`src/tcc_pkg.sv`:
```
/*
 * Constants shared by the timer capture/compare block: register byte
 * offsets, field positions and reset values.
 * Assumes a 32-bit classic Wishbone slave with word-aligned registers.
 */
`default_nettype none
package tcc_pkg;
    // ------------------------------------------------------------------
    // Register byte offsets
    // ------------------------------------------------------------------
    localparam logic [7:0] OFS_EDGE_SEL   = 8'h00;
    localparam logic [7:0] OFS_SET_EN     = 8'h04;
    localparam logic [7:0] OFS_CLR_TGL_EN = 8'h08;
    localparam logic [7:0] OFS_FLAGS      = 8'h0c;
    localparam logic [7:0] OFS_IRQ_EN     = 8'h10;
    localparam logic [7:0] OFS_CMP0       = 8'h14;
    localparam logic [7:0] OFS_CMP1       = 8'h18;
    localparam logic [7:0] OFS_CMP2       = 8'h1c;
    localparam logic [7:0] OFS_CAP0       = 8'h20;
    localparam logic [7:0] OFS_CAP1       = 8'h24;
    localparam logic [7:0] OFS_CAP2       = 8'h28;
    localparam logic [7:0] OFS_CAP3       = 8'h2c;
    localparam logic [7:0] OFS_PORT       = 8'h30;

    // ------------------------------------------------------------------
    // Field layout
    // ------------------------------------------------------------------
    localparam int NUM_CAP        = 4;
    localparam int NUM_CMP        = 3;
    localparam int TIMER_W        = 16;
    localparam int FLAG_W         = 7;
    localparam int FLAG_CMP_LO    = 4;
    localparam int PORT_W         = 8;
    localparam int SETCLR_W       = 6;
    localparam int TOGGLE_PIN6    = 6;
    localparam int TOGGLE_PIN7    = 7;
    localparam int CMP_SET        = 0;
    localparam int CMP_CLEAR      = 1;
    localparam int CMP_TOGGLE     = 2;

    // ------------------------------------------------------------------
    // Reset values
    // ------------------------------------------------------------------
    localparam logic [7:0]  RST_BYTE  = 8'h00;
    localparam logic [15:0] RST_WORD  = 16'h0000;
    localparam logic [6:0]  RST_FLAGS = 7'h00;
    localparam logic [31:0] BUS_ZERO  = 32'h0000_0000;
endpackage
`default_nettype wire

```
`src/tcc_capture_compare.sv`:
```
/*
 * Capture and compare unit beside a 16-bit general timer: four edge
 * capture channels, three compare channels driving an 8-bit output port,
 * sticky event flags with enables and one level interrupt.
 * Assumes the timer runs elsewhere and presents its new value together
 * with a one-cycle increment strobe; capture inputs are synchronous.
 */
// The Wishbone register port and the placing of the registers were chosen for this implementation.
`timescale 1ns/1ps
`default_nettype none

// Overview of operation
// [RULE1] Odd edge-select bit enables falling-edge capture
// [RULE2] Even bit enables rising; both give either edge
// [RULE3] Compare new timer value on each increment
// [RULE4] Match sets compare flag next cycle (here two cycles later, as matchHit is registered)
// [RULE5] Compare flag interrupts only when enabled
// [RULE6] Compare 0 match sets enabled port bits 0-5
// [RULE7] Compare 1 match clears enabled port bits 0-5
// [RULE8] Compare 2 match toggles enabled pins 7, 6
// [RULE9] Toggle hits dedicated flops, not port latch
// [RULE10] Zero enable bit disables that pin's action
// [RULE11] Qualifying edge loads timer into capture register
// [RULE12] Capture edge sets flag, interrupts if enabled
// [RULE13] Edge selection governs capture and interrupt alike
// [RULE14] Flags stay set until software writes zero
module tcc_capture_compare #(
    parameter int TIMER_W = 16
) (
    input  wire logic               ref_clk,
    input  wire logic               reset_n,
    input  wire logic               wb_cyc_i,
    input  wire logic               wb_stb_i,
    input  wire logic               wb_we_i,
    input  wire logic [7:0]         wb_adr_i,
    input  wire logic [3:0]         wb_sel_i,
    input  wire logic [31:0]        wb_dat_i,
    output logic      [31:0]        wb_dat_o,
    output logic                    wb_ack_o,
    input  wire logic [TIMER_W-1:0] timerValue,
    input  wire logic               timerInc,
    input  wire logic [3:0]         captureIn,
    output logic      [7:0]         compareOutputPort,
    output logic                    irq
);
    // ------------------------------------------------------------------
    // Registers
    // ------------------------------------------------------------------
    logic [7:0]         captureEdgeSelect;
    logic [5:0]         setEnable;
    logic               toggleFlopLow;
    logic               toggleFlopHigh;
    logic [7:0]         compareClearToggleEnable;
    logic [6:0]         timerEventFlags;
    logic [6:0]         extendedIrqEnables;
    logic [TIMER_W-1:0] compareValue [tcc_pkg::NUM_CMP];
    logic [TIMER_W-1:0] captureValue [tcc_pkg::NUM_CAP];
    logic [5:0]         portLatch;
    logic [3:0]         capturePrev;
    logic [2:0]         matchHit;

    logic               busReq;
    logic               wrEn;
    logic [3:0]         captureHit;
    logic [2:0]         compareNow;
    logic [31:0]        next_readData;

    assign busReq = wb_cyc_i & wb_stb_i;
    // Writes land on the edge where the master sees ack
    assign wrEn   = busReq & wb_we_i & wb_ack_o;

    function automatic logic [7:0] mergeByte(input logic [7:0] old, input logic [7:0] val,
                                             input logic sel);
        mergeByte = sel ? val : old;
    endfunction

    // ------------------------------------------------------------------
    // Capture edge detection
    // ------------------------------------------------------------------
    always_ff @(posedge ref_clk or negedge reset_n) begin
        if (!reset_n) begin
            capturePrev <= 4'h0;
        end else begin
            capturePrev <= captureIn;
        end
    end

    always_comb begin
        captureHit = 4'h0;
        for (int ch = 0; ch < tcc_pkg::NUM_CAP; ch++) begin
            // [RULE13] One qualifier for both uses
            // [RULE1] Falling edge enable
            // [RULE2] Rising edge enable
            captureHit[ch] = (captureEdgeSelect[2*ch+1] & capturePrev[ch] & ~captureIn[ch])
                           | (captureEdgeSelect[2*ch] & ~capturePrev[ch] & captureIn[ch]);
        end
    end

    // [RULE11] Latch timer on qualifying edge
    always_ff @(posedge ref_clk or negedge reset_n) begin
        if (!reset_n) begin
            for (int ch = 0; ch < tcc_pkg::NUM_CAP; ch++) begin
                captureValue[ch] <= '0;
            end
        end else begin
            for (int ch = 0; ch < tcc_pkg::NUM_CAP; ch++) begin
                if (captureHit[ch]) begin
                    captureValue[ch] <= timerValue;
                end
            end
        end
    end

    // ------------------------------------------------------------------
    // Compare
    // ------------------------------------------------------------------
    always_comb begin
        compareNow = 3'h0;
        for (int ch = 0; ch < tcc_pkg::NUM_CMP; ch++) begin
            // [RULE3] Checked only on an increment
            compareNow[ch] = timerInc & (timerValue == compareValue[ch]);
        end
    end

    // Match is registered so flag and pins act one cycle later
    always_ff @(posedge ref_clk or negedge reset_n) begin
        if (!reset_n) begin
            matchHit <= 3'h0;
        end else begin
            matchHit <= compareNow;
        end
    end

    // ------------------------------------------------------------------
    // Event flags and interrupt
    // ------------------------------------------------------------------
    always_ff @(posedge ref_clk or negedge reset_n) begin
        if (!reset_n) begin
            timerEventFlags <= tcc_pkg::RST_FLAGS;
        end else begin
            // [RULE14] Cleared only by writing zero; set wins
            // [RULE4] Flag set two cycles after the match, via registered matchHit
            // [RULE12] Capture edge sets its flag
            timerEventFlags <= (wrEn && wb_adr_i == tcc_pkg::OFS_FLAGS && wb_sel_i[0]
                               ? timerEventFlags & wb_dat_i[6:0] : timerEventFlags)
                             | {matchHit, captureHit};
        end
    end

    always_ff @(posedge ref_clk or negedge reset_n) begin
        if (!reset_n) begin
            irq <= 1'b0;
        end else begin
            // [RULE5] Compare flags gated by enables
            // [RULE12] Capture flags gated by enables
            irq <= |(timerEventFlags & extendedIrqEnables);
        end
    end

    // ------------------------------------------------------------------
    // Output port
    // ------------------------------------------------------------------
    always_ff @(posedge ref_clk or negedge reset_n) begin
        if (!reset_n) begin
            portLatch <= 6'h00;
        end else begin
            // [RULE6] Set enabled bits on compare 0
            // [RULE7] Clear enabled bits on compare 1
            // [RULE10] Zero enable leaves pin alone
            // Clear applied after set, so it wins on a joint match
            portLatch <= ((wrEn && wb_adr_i == tcc_pkg::OFS_PORT && wb_sel_i[0])
                         ? wb_dat_i[5:0] : portLatch)
                       | ({6{matchHit[tcc_pkg::CMP_SET]}} & setEnable);
            if (matchHit[tcc_pkg::CMP_CLEAR]) begin
                portLatch <= (((wrEn && wb_adr_i == tcc_pkg::OFS_PORT && wb_sel_i[0])
                             ? wb_dat_i[5:0] : portLatch)
                           | ({6{matchHit[tcc_pkg::CMP_SET]}} & setEnable))
                           & ~compareClearToggleEnable[5:0];
            end
        end
    end

    always_ff @(posedge ref_clk or negedge reset_n) begin
        if (!reset_n) begin
            toggleFlopLow  <= 1'b0;
            toggleFlopHigh <= 1'b0;
        end else if (matchHit[tcc_pkg::CMP_TOGGLE]) begin
            // [RULE8] Toggle pins 7 and 6 when enabled
            // [RULE9] Dedicated flops, port latch untouched
            toggleFlopLow  <= toggleFlopLow ^ compareClearToggleEnable[tcc_pkg::TOGGLE_PIN6];
            toggleFlopHigh <= toggleFlopHigh ^ compareClearToggleEnable[tcc_pkg::TOGGLE_PIN7];
        end else if (wrEn && wb_adr_i == tcc_pkg::OFS_SET_EN && wb_sel_i[0]) begin
            toggleFlopLow  <= wb_dat_i[tcc_pkg::TOGGLE_PIN6];
            toggleFlopHigh <= wb_dat_i[tcc_pkg::TOGGLE_PIN7];
        end
    end

    always_ff @(posedge ref_clk or negedge reset_n) begin
        if (!reset_n) begin
            compareOutputPort <= tcc_pkg::RST_BYTE;
        end else begin
            compareOutputPort <= {toggleFlopHigh, toggleFlopLow, portLatch};
        end
    end

    // ------------------------------------------------------------------
    // Software-written configuration
    // ------------------------------------------------------------------
    always_ff @(posedge ref_clk or negedge reset_n) begin
        if (!reset_n) begin
            captureEdgeSelect        <= tcc_pkg::RST_BYTE;
            setEnable                <= 6'h00;
            compareClearToggleEnable <= tcc_pkg::RST_BYTE;
            extendedIrqEnables       <= tcc_pkg::RST_FLAGS;
            for (int ch = 0; ch < tcc_pkg::NUM_CMP; ch++) begin
                compareValue[ch] <= '0;
            end
        end else if (wrEn) begin
            unique case (wb_adr_i)
                tcc_pkg::OFS_EDGE_SEL: begin
                    captureEdgeSelect <= mergeByte(captureEdgeSelect, wb_dat_i[7:0], wb_sel_i[0]);
                end
                tcc_pkg::OFS_SET_EN: begin
                    if (wb_sel_i[0]) begin
                        setEnable <= wb_dat_i[5:0];
                    end
                end
                tcc_pkg::OFS_CLR_TGL_EN: begin
                    compareClearToggleEnable <= mergeByte(compareClearToggleEnable,
                                                          wb_dat_i[7:0], wb_sel_i[0]);
                end
                tcc_pkg::OFS_IRQ_EN: begin
                    if (wb_sel_i[0]) begin
                        extendedIrqEnables <= wb_dat_i[6:0];
                    end
                end
                tcc_pkg::OFS_CMP0, tcc_pkg::OFS_CMP1, tcc_pkg::OFS_CMP2: begin
                    for (int ch = 0; ch < tcc_pkg::NUM_CMP; ch++) begin
                        if (wb_adr_i == tcc_pkg::OFS_CMP0 + 8'(4 * ch)) begin
                            compareValue[ch] <= {mergeByte(compareValue[ch][15:8],
                                                           wb_dat_i[15:8], wb_sel_i[1]),
                                                 mergeByte(compareValue[ch][7:0],
                                                           wb_dat_i[7:0], wb_sel_i[0])};
                        end
                    end
                end
                default: begin
                end
            endcase
        end
    end

    // ------------------------------------------------------------------
    // Wishbone read and acknowledge
    // ------------------------------------------------------------------
    always_comb begin
        next_readData = tcc_pkg::BUS_ZERO;
        unique case (wb_adr_i)
            tcc_pkg::OFS_EDGE_SEL:   next_readData[7:0]  = captureEdgeSelect;
            tcc_pkg::OFS_SET_EN:     next_readData[7:0]  = {toggleFlopHigh, toggleFlopLow,
                                                            setEnable};
            tcc_pkg::OFS_CLR_TGL_EN: next_readData[7:0]  = compareClearToggleEnable;
            tcc_pkg::OFS_FLAGS:      next_readData[6:0]  = timerEventFlags;
            tcc_pkg::OFS_IRQ_EN:     next_readData[6:0]  = extendedIrqEnables;
            tcc_pkg::OFS_CMP0:       next_readData[15:0] = compareValue[0];
            tcc_pkg::OFS_CMP1:       next_readData[15:0] = compareValue[1];
            tcc_pkg::OFS_CMP2:       next_readData[15:0] = compareValue[2];
            tcc_pkg::OFS_CAP0:       next_readData[15:0] = captureValue[0];
            tcc_pkg::OFS_CAP1:       next_readData[15:0] = captureValue[1];
            tcc_pkg::OFS_CAP2:       next_readData[15:0] = captureValue[2];
            tcc_pkg::OFS_CAP3:       next_readData[15:0] = captureValue[3];
            tcc_pkg::OFS_PORT:       next_readData[7:0]  = compareOutputPort;
            default:                 next_readData       = tcc_pkg::BUS_ZERO;
        endcase
    end

    // Ack one cycle after the request, dropped the cycle after
    always_ff @(posedge ref_clk or negedge reset_n) begin
        if (!reset_n) begin
            wb_ack_o <= 1'b0;
            wb_dat_o <= tcc_pkg::BUS_ZERO;
        end else begin
            wb_ack_o <= busReq & ~wb_ack_o;
            if (busReq & ~wb_ack_o & ~wb_we_i) begin
                wb_dat_o <= next_readData;
            end
        end
    end
endmodule
`default_nettype wire

```
`config.mk`:
```
export PLATFORM = sky130hd
export DESIGN_NAME = tcc_capture_compare
export DESIGN_NICKNAME = d
export VERILOG_FILES = /design/src/tcc_pkg.sv /design/src/tcc_capture_compare.sv
export SDC_FILE = /design/constraint.sdc
export NUM_CORES = 1
export LEC_CHECK = 0
export ABC_AREA = 1
export BUFFER_PORTS_ARGS = -buffer_cell sky130_fd_sc_hd__buf_2
export CAP_MARGIN = 30
export CORE_AREA = 4 4 131 133
export DETAILED_ROUTE_END_ITERATION = 7
export DIE_AREA = 0 0 135 137
export PLACE_DENSITY = 0.83
export SETUP_SLACK_MARGIN = 0.05
export SYNTH_ARGS = -nofsm -noshare
export SYNTH_HDL_FRONTEND = slang
export SYNTH_SLANG_ARGS = --single-unit
```
`constraint.sdc`:
```
create_clock -name ref_clk -period 2.1 [get_ports ref_clk]
set_clock_uncertainty 0.2 [all_clocks]
set_input_delay 0.105 -clock ref_clk [delete_from_list [all_inputs] [get_ports ref_clk]]
set_output_delay 0.105 -clock ref_clk [all_outputs]
set_load 0.02 [all_outputs]
```
==> results.cfg, run 1 <==
[clock_network]
cts_setup_buffers = 0
clock_latency_ns = 0.44
clk_path_buf_depth = 2
path_clk_slew_ns = 0.07
cts_inserted_buffers = 17
root_buffer = clkbuf_16
htreeDepth = 4
cts_sinks = 189
cts_tree = done

[global_routing]
grt_max_degree = 51
grt-ovfl-total = 0
grtUsageTotal_pct = 30.96
grt_pass1_vias = 8283
grt_pass1_wl_um = 44000
antenna_found_initial = 0

[synth]
ys_seq_area_share_pct = 51.01
netlist_instances = 1171
syn_avg_cell_area_um2 = 7.917
synth-seq-cells = 189
yosys_warnings = 0
syn_area_mm2 = 0.009271
synthDistinctLibCells = 38

[sta]
fin_setup_tns_ns = 0
fin_crit_ns = 1.923
fmax_ghz = 0.5201
rsz0062_at_grt = no
finalHoldViolations = 0
slew_viol_final = 0
setup_viol = 0
period_share_pct = 91.56

[floorplan]
initial_core_util_pct = 58.58
core_area_mm2 = 0.01583
die_area_mm2 = 0.01850
die_h_um = 137
die_x_um = 135
rows = 46
ioPinCount = 112

[drt]
detail-route-antenna-nets = 0
first_pass_iters = 8
routed_wl_um = 27690
post_drt_wl_per_cell_um = 18.23
vias = 8648
drtIter0Drc = 1380
drc = 0
avgViaCountPerCell = 5.693

[critical_path]
cp_slowest_cell = dlygate4sd3_1
path_cells = dlygate4sd3_1 > buf_2 > clkinv_1 > nand2_1 > o21ai_0 > nor4_1 > nand2_1 > nor2_1
critPathRequiredTime_ns = 2.24
worstSetupPathType = in -> reg
cp_slowest_stage_delay_ns = 0.52
cp.arrival_ns = 2.06
crit_top_cell = nand2_1
worst_r2r_path_depth = 7
crit_path_end_kind = flip-flop
crit_fanout = 10
startpoint_type = input port

[final_layout]
layout-drive-gt1-share_pct = 13.35
finalNetCount = 1360
syn2layout_area_growth_pct = 18.18
design_area_mm2 = 0.01096
layout_commonest_cell = nand2_1
final_cell_mix = 342 x nand2_1, 189 x dfrtp_1, 122 x o21ai_0
fillers = 1249
antenna_cells = 0

[power]
powerDensity_mw_per_mm2 = 712.8
p_leak_uw = 0.005500
irDropWorstVdd_mv = 0.5684

[placed_design]
numPortBuffers = 77
routabilityCongestion = 1.002
placed_cell_area_mm2 = 0.009883
hpwlAfterDp_um = 19930

[run]
cap_viol_max_count = 0

[min_path]
min_path_cells = 5
hold_path_class = in -> reg

[status]
status = finished clean
-- registers in the layout, summed over array words and instances (netlist names), 3 cells and up --
signal	count
compareClearToggleEnable	8
capturePrev	4
setEnable	6
timerEventFlags	7
extendedIrqEnables	7
captureValue	64
wb_dat_o	16
captureEdgeSelect	8
matchHit	3
portLatch	6
compareValue	48
compareOutputPort	8
-- Yosys cell counts (all sizes together) --
| cell type | n | area share [%] |
|---|---|---|
| a21oi | 27 | 1.5 |
| a221oi | 6 | 0.57 |
| a22o | 1 | 0.094 |
| a31oi | 1 | 0.068 |
| buf | 37 | 2.8 |
| clkbuf | 16 | 0.65 |
| clkinv | 3 | 0.12 |
| conb | 1 | 0.040 |
| dfrtp | 189 | 51 |
| inv | 122 | 5.0 |
| nand2 | 357 | 15 |
| nand3 | 89 | 5.0 |
| nand3b | 2 | 0.16 |
| nand4 | 3 | 0.27 |
| nor2 | 110 | 5.6 |
| nor3 | 2 | 0.11 |
| nor4 | 5 | 0.34 |
| o211ai | 4 | 0.32 |
| o21ai | 153 | 8.3 |
| o221ai | 1 | 0.094 |
| o22ai | 29 | 2.0 |
| o311ai | 1 | 0.094 |
| or2 | 3 | 0.20 |
| xnor2 | 1 | 0.094 |
| xor2 | 8 | 0.76 |
-- through the flow --
stage | total power (uW) | hold WS [ns] | utilization [%] | worst slack (ns) | instances
floorplan | 4018 | -0.3906 | - | 0.4173 | 1186
global placement | 4236 | -0.1068 | 62.44 | 0.2226 | 1446
detailed placement | 4246 | -0.1064 | 62.44 | 0.2008 | 1446
CTS | 7820 | 0.01241 | 69.20 | 0.1629 | 1519
global route | 8040 | 0.04931 | 69.23 | 0.06104 | 1519
finish | 7810 | 0.02557 | 69.23 | 0.1772 | 1519
-- metal layers --
metal  global-route usage, %  part of all wire, %
met2                   46.80                   44
met4                   12.04                  3.5
met3                   6.397                   12
met5                       0                    0
met1                   44.31                   40
-- worst max-delay path: cells and delay by family --
kind                   cells  cell delay (ns)
AO/OA/AOI/OAI              1             0.10
buffers and inverters      3             0.96
AND/OR/NAND/NOR            4             0.88
-- where the power goes --
group	switching [uW]	internal (uW)
registers	30.2	3690
clock network	1470	2090
logic	352	172
-- kinds of logic (layout without fill, tap and decap cells) --
family	after synthesis	after routing	synth area share [%]
xor gates and xnor gates	9	9	0.8502
other	1	16	0.04045
and+or+nand+nor	571	571	26.69
DFF	189	189	51.01
AOI/OAI and AO/OA	223	223	12.92
buffers and inverters	178	295	8.488
-- repair_timing --
| item | in CTS | in global routing |
|---|---|---|
| hold buffers | 41 | 0 |
| endpoints found under the setup margin | 0 | 15 |
| gates resized for setup | 0 | 1 |
| hold endpoints to repair | 334 | 0 |
-- cell type report --
| cell class | count | area (um^2) | share of cell area [%] |
|---|---|---|---|
| sequential | 189 | 4730 | 43.17 |
| multi-input combinational | 819 | 3817 | 34.84 |
| clock buffer | 19 | 452.9 | 4.134 |
| inverter | 125 | 475.5 | 4.339 |
| clock inverter | 13 | 206.4 | 1.884 |
| tap | 216 | 270.3 | 2.467 |
| timing repair buffer | 138 | 1005 | 9.170 |
-- worst paths after layout --
kind / startpoint / to / slack, ns
setup / recovery: timerValue[6] / matchHit[1]$_DFF_PN0_ / 0.18
hold / removal: wb_sel_i[1] / compareValue[25]$_DFFE_PN0P_ / 0.03
setup reg to reg: wb_ack_o$_DFF_PN0_ / portLatch[3]$_DFF_PN0_ / 0.18
hold reg to reg: portLatch[0]$_DFF_PN0_ / compareOutputPort[0]$_DFF_PN0_ / 0.18
max in group asynchronous: reset_n / compareValue[19]$_DFFE_PN0P_ / 0.56
min in group asynchronous: reset_n / compareValue[12]$_DFFE_PN0P_ / 0.52
(Power assumes the default switching activity.)
==> inputs of run 2 (changes only) <==
--- a/config.mk
+++ b/config.mk
@@ -12,6 +12,7 @@
 export DETAILED_ROUTE_END_ITERATION = 7
 export DIE_AREA = 0 0 135 137
 export PLACE_DENSITY = 0.83
+export REMOVE_ABC_BUFFERS = 1
 export SETUP_SLACK_MARGIN = 0.05
 export SYNTH_ARGS = -nofsm -noshare
 export SYNTH_HDL_FRONTEND = slang
==> run 2 against run 1 <==
Net effect: the run now ends with negative hold slack left; clock power fell by 8.1%; via count is 0.86% higher; power fell by 3.8%; final cell count rose by 0.20%; critical endpoint is now portLatch[4]$_DFF_PN0_; largest cell class unchanged; first-iteration DRC count shrank 20%; core utilization shrank 0.27 points; fmax fell by 0.86%; flip-flop and latch count unchanged; count of clock-buffer cells in the layout grew 1; critical path depth down 1; sequential share of layout area is 0.17 points higher; routed wire length increased by 1.9%.
==> results.cfg, run 2 (synthesis results as in run 1) <==
[final_layout]
syn2layout_area_growth_pct = 17.72
fin_cells = 1522
fillers = 1279
layout-drive-gt1-share_pct = 13.63
layout_commonest_cell = nand2_1
largest_reg_flops = 64
final_cell_mix = 342 x nand2_1, 189 x dfrtp_1, 122 x o21ai_0
design_area_mm2 = 0.01091
finalNetCount = 1363
antenna_cells = 0
max_flop_register = captureValue
reg_top3 = captureValue x64, compareValue x48, wb_dat_o x16

[sta]
fmax_ghz = 0.5156
slew_viol_final = 0
finalHoldViolations = 4
period_share_pct = 92.35
fin_crit_ns = 1.939
setup_viol = 0
whs_ns = -0.009352
rsz0062_at_grt = no

[floorplan]
ioPinCount = 112
rows = 46
die_x_um = 135
core_area_mm2 = 0.01583
die_h_um = 137
initial_core_util_pct = 58.58
die_area_mm2 = 0.01850

[power]
p_leak_uw = 0.005491
powerDensity_mw_per_mm2 = 688.6
irDropWorstVdd_mv = 0.5876

[critical_path]
worst_r2r_path_depth = 7
crit_fanout = 12
worstSetupPathType = reg -> reg
critPathRequiredTime_ns = 2.23
startpoint_type = flip-flop
cp.arrival_ns = 2.07
crit_path_end_kind = flip-flop

[placed_design]
place_inst = 1449
placed_cell_area_mm2 = 0.009893
hpwlAfterDp_um = 19920
routabilityCongestion = 0.9869
numPortBuffers = 77

[global_routing]
antenna_found_initial = 0
grtUsageTotal_pct = 31.08
grt_pass1_vias = 8226
grt_max_degree = 55
grt-ovfl-total = 0
grt_pass1_wl_um = 43730

[clock_network]
root_buffer = clkbuf_16
path_clk_slew_ns = 0.07
cts_tree = done
htreeDepth = 4
clk_path_buf_depth = 2
clock_latency_ns = 0.44
cts_inserted_buffers = 17
cts_sinks = 189

[status]
violations = negative hold slack
status = finished, violations left

[run]
cap_viol_max_count = 0

[drt]
post_drt_wl_per_cell_um = 18.54
drc = 0
vias = 8722
drtIter0Drc = 1110
detail-route-antenna-nets = 0
avgViaCountPerCell = 5.731
first_pass_iters = 6
routed_wl_um = 28230

[min_path]
hold_path_class = in -> async
-- run 2: changes by cell type in the layout (fill, tap and decap cells not counted) --
| cell | delta |
|---|---|
| buf_4 | +4 |
| bufinv_16 | -3 |
| clkbuf_8 | +1 |
| clkinv_2 | +1 |
| dlygate4sd3_1 | -1 |
| inv_6 | +1 |
-- run 2: metal layers --
metal  part of all wire, %  vias up  global-route usage [%]  routed length [um]
met3                    10       94                   6.581                2862
li1                      -     3996                       -                   -
met2                    45      527                   47.78               12760
met1                    41     4105                   43.51               11630
met5                     0        -                       0                   0
met4                   3.5        0                   12.54                 974
-- run 2: power breakdown --
group / switching (uW) / internal [uW] / total (uW) / leakage [uW]
Clock: 1500 / 1770 / 3270 / 0.000294
Sequential: 30.3 / 3690 / 3720 / 0.00244
Combinational: 353 / 173 / 526 / 0.00276
-- run 2: area by class of cell --
cell class / count / area (um^2) / area share (%)
Sequential cell: 189 / 4730 / 43.33
Multi-Input combinational cell: 819 / 3817 / 34.98
Timing Repair Buffer: 141 / 1025 / 9.389
Inverter: 125 / 475.5 / 4.356
Clock buffer: 20 / 466.7 / 4.276
Tap cell: 216 / 270.3 / 2.476
Clock inverter: 12 / 130.1 / 1.192
-- run 2: timing repair --
| item | 4_1_cts | 5_1_grt |
|---|---|---|
| endpoints found under the hold margin | 346 | 0 |
| endpoints found under the setup margin | 0 | 16 |
| hold buffers | 40 | 0 |
| setup buffers | 0 | 1 |
| resized for setup | 0 | 1 |
-- run 2: worst max-delay path, stage by stage (launching register included) --
cell,delay (ns)
dfrtp_1,0.38
nand4_2,0.24
nor2_8,0.24
nand3_2,0.27
nand2_1,0.14
o21ai_0,0.10
o21ai_0,0.19
inv_1,0.06
-- run 2: metrics by stage --
step | utilization [%] | setup TNS (ns) | setup slack (ns) | hold WS (ns) | power, uW
2_1_floorplan | - | -0.08992 | -0.005620 | -0.3906 | 3985
3_3_place_gp | 62.51 | 0 | 0.3010 | -0.09302 | 4236
3_5_place_dp | 62.51 | 0 | 0.2032 | -0.09043 | 4247
4_1_cts | 68.81 | 0 | 0.1343 | 0.007739 | 7491
5_1_grt | 68.96 | 0 | 0.09417 | 0.04077 | 7720
6_report | 68.96 | 0 | 0.1606 | -0.009352 | 7515
-- run 2: path summary, 6_finish.rpt --
| kind | endpoint | start | slack [ns] |
|---|---|---|---|
| worst min register to register | compareOutputPort[2]$_DFF_PN0_ | portLatch[2]$_DFF_PN0_ | 0.18 |
| worst max register to register | portLatch[4]$_DFF_PN0_ | wb_ack_o$_DFF_PN0_ | 0.16 |
| worst max-delay path | portLatch[4]$_DFF_PN0_ | wb_ack_o$_DFF_PN0_ | 0.16 |
| worst min-delay path | compareValue[12]$_DFFE_PN0P_ | reset_n | -0.009 |
| min in group ref_clk | compareValue[30]$_DFFE_PN0P_ | wb_sel_i[1] | 0.04 |
| max in group asynchronous | captureEdgeSelect[2]$_DFFE_PN0P_ | reset_n | 1.03 |
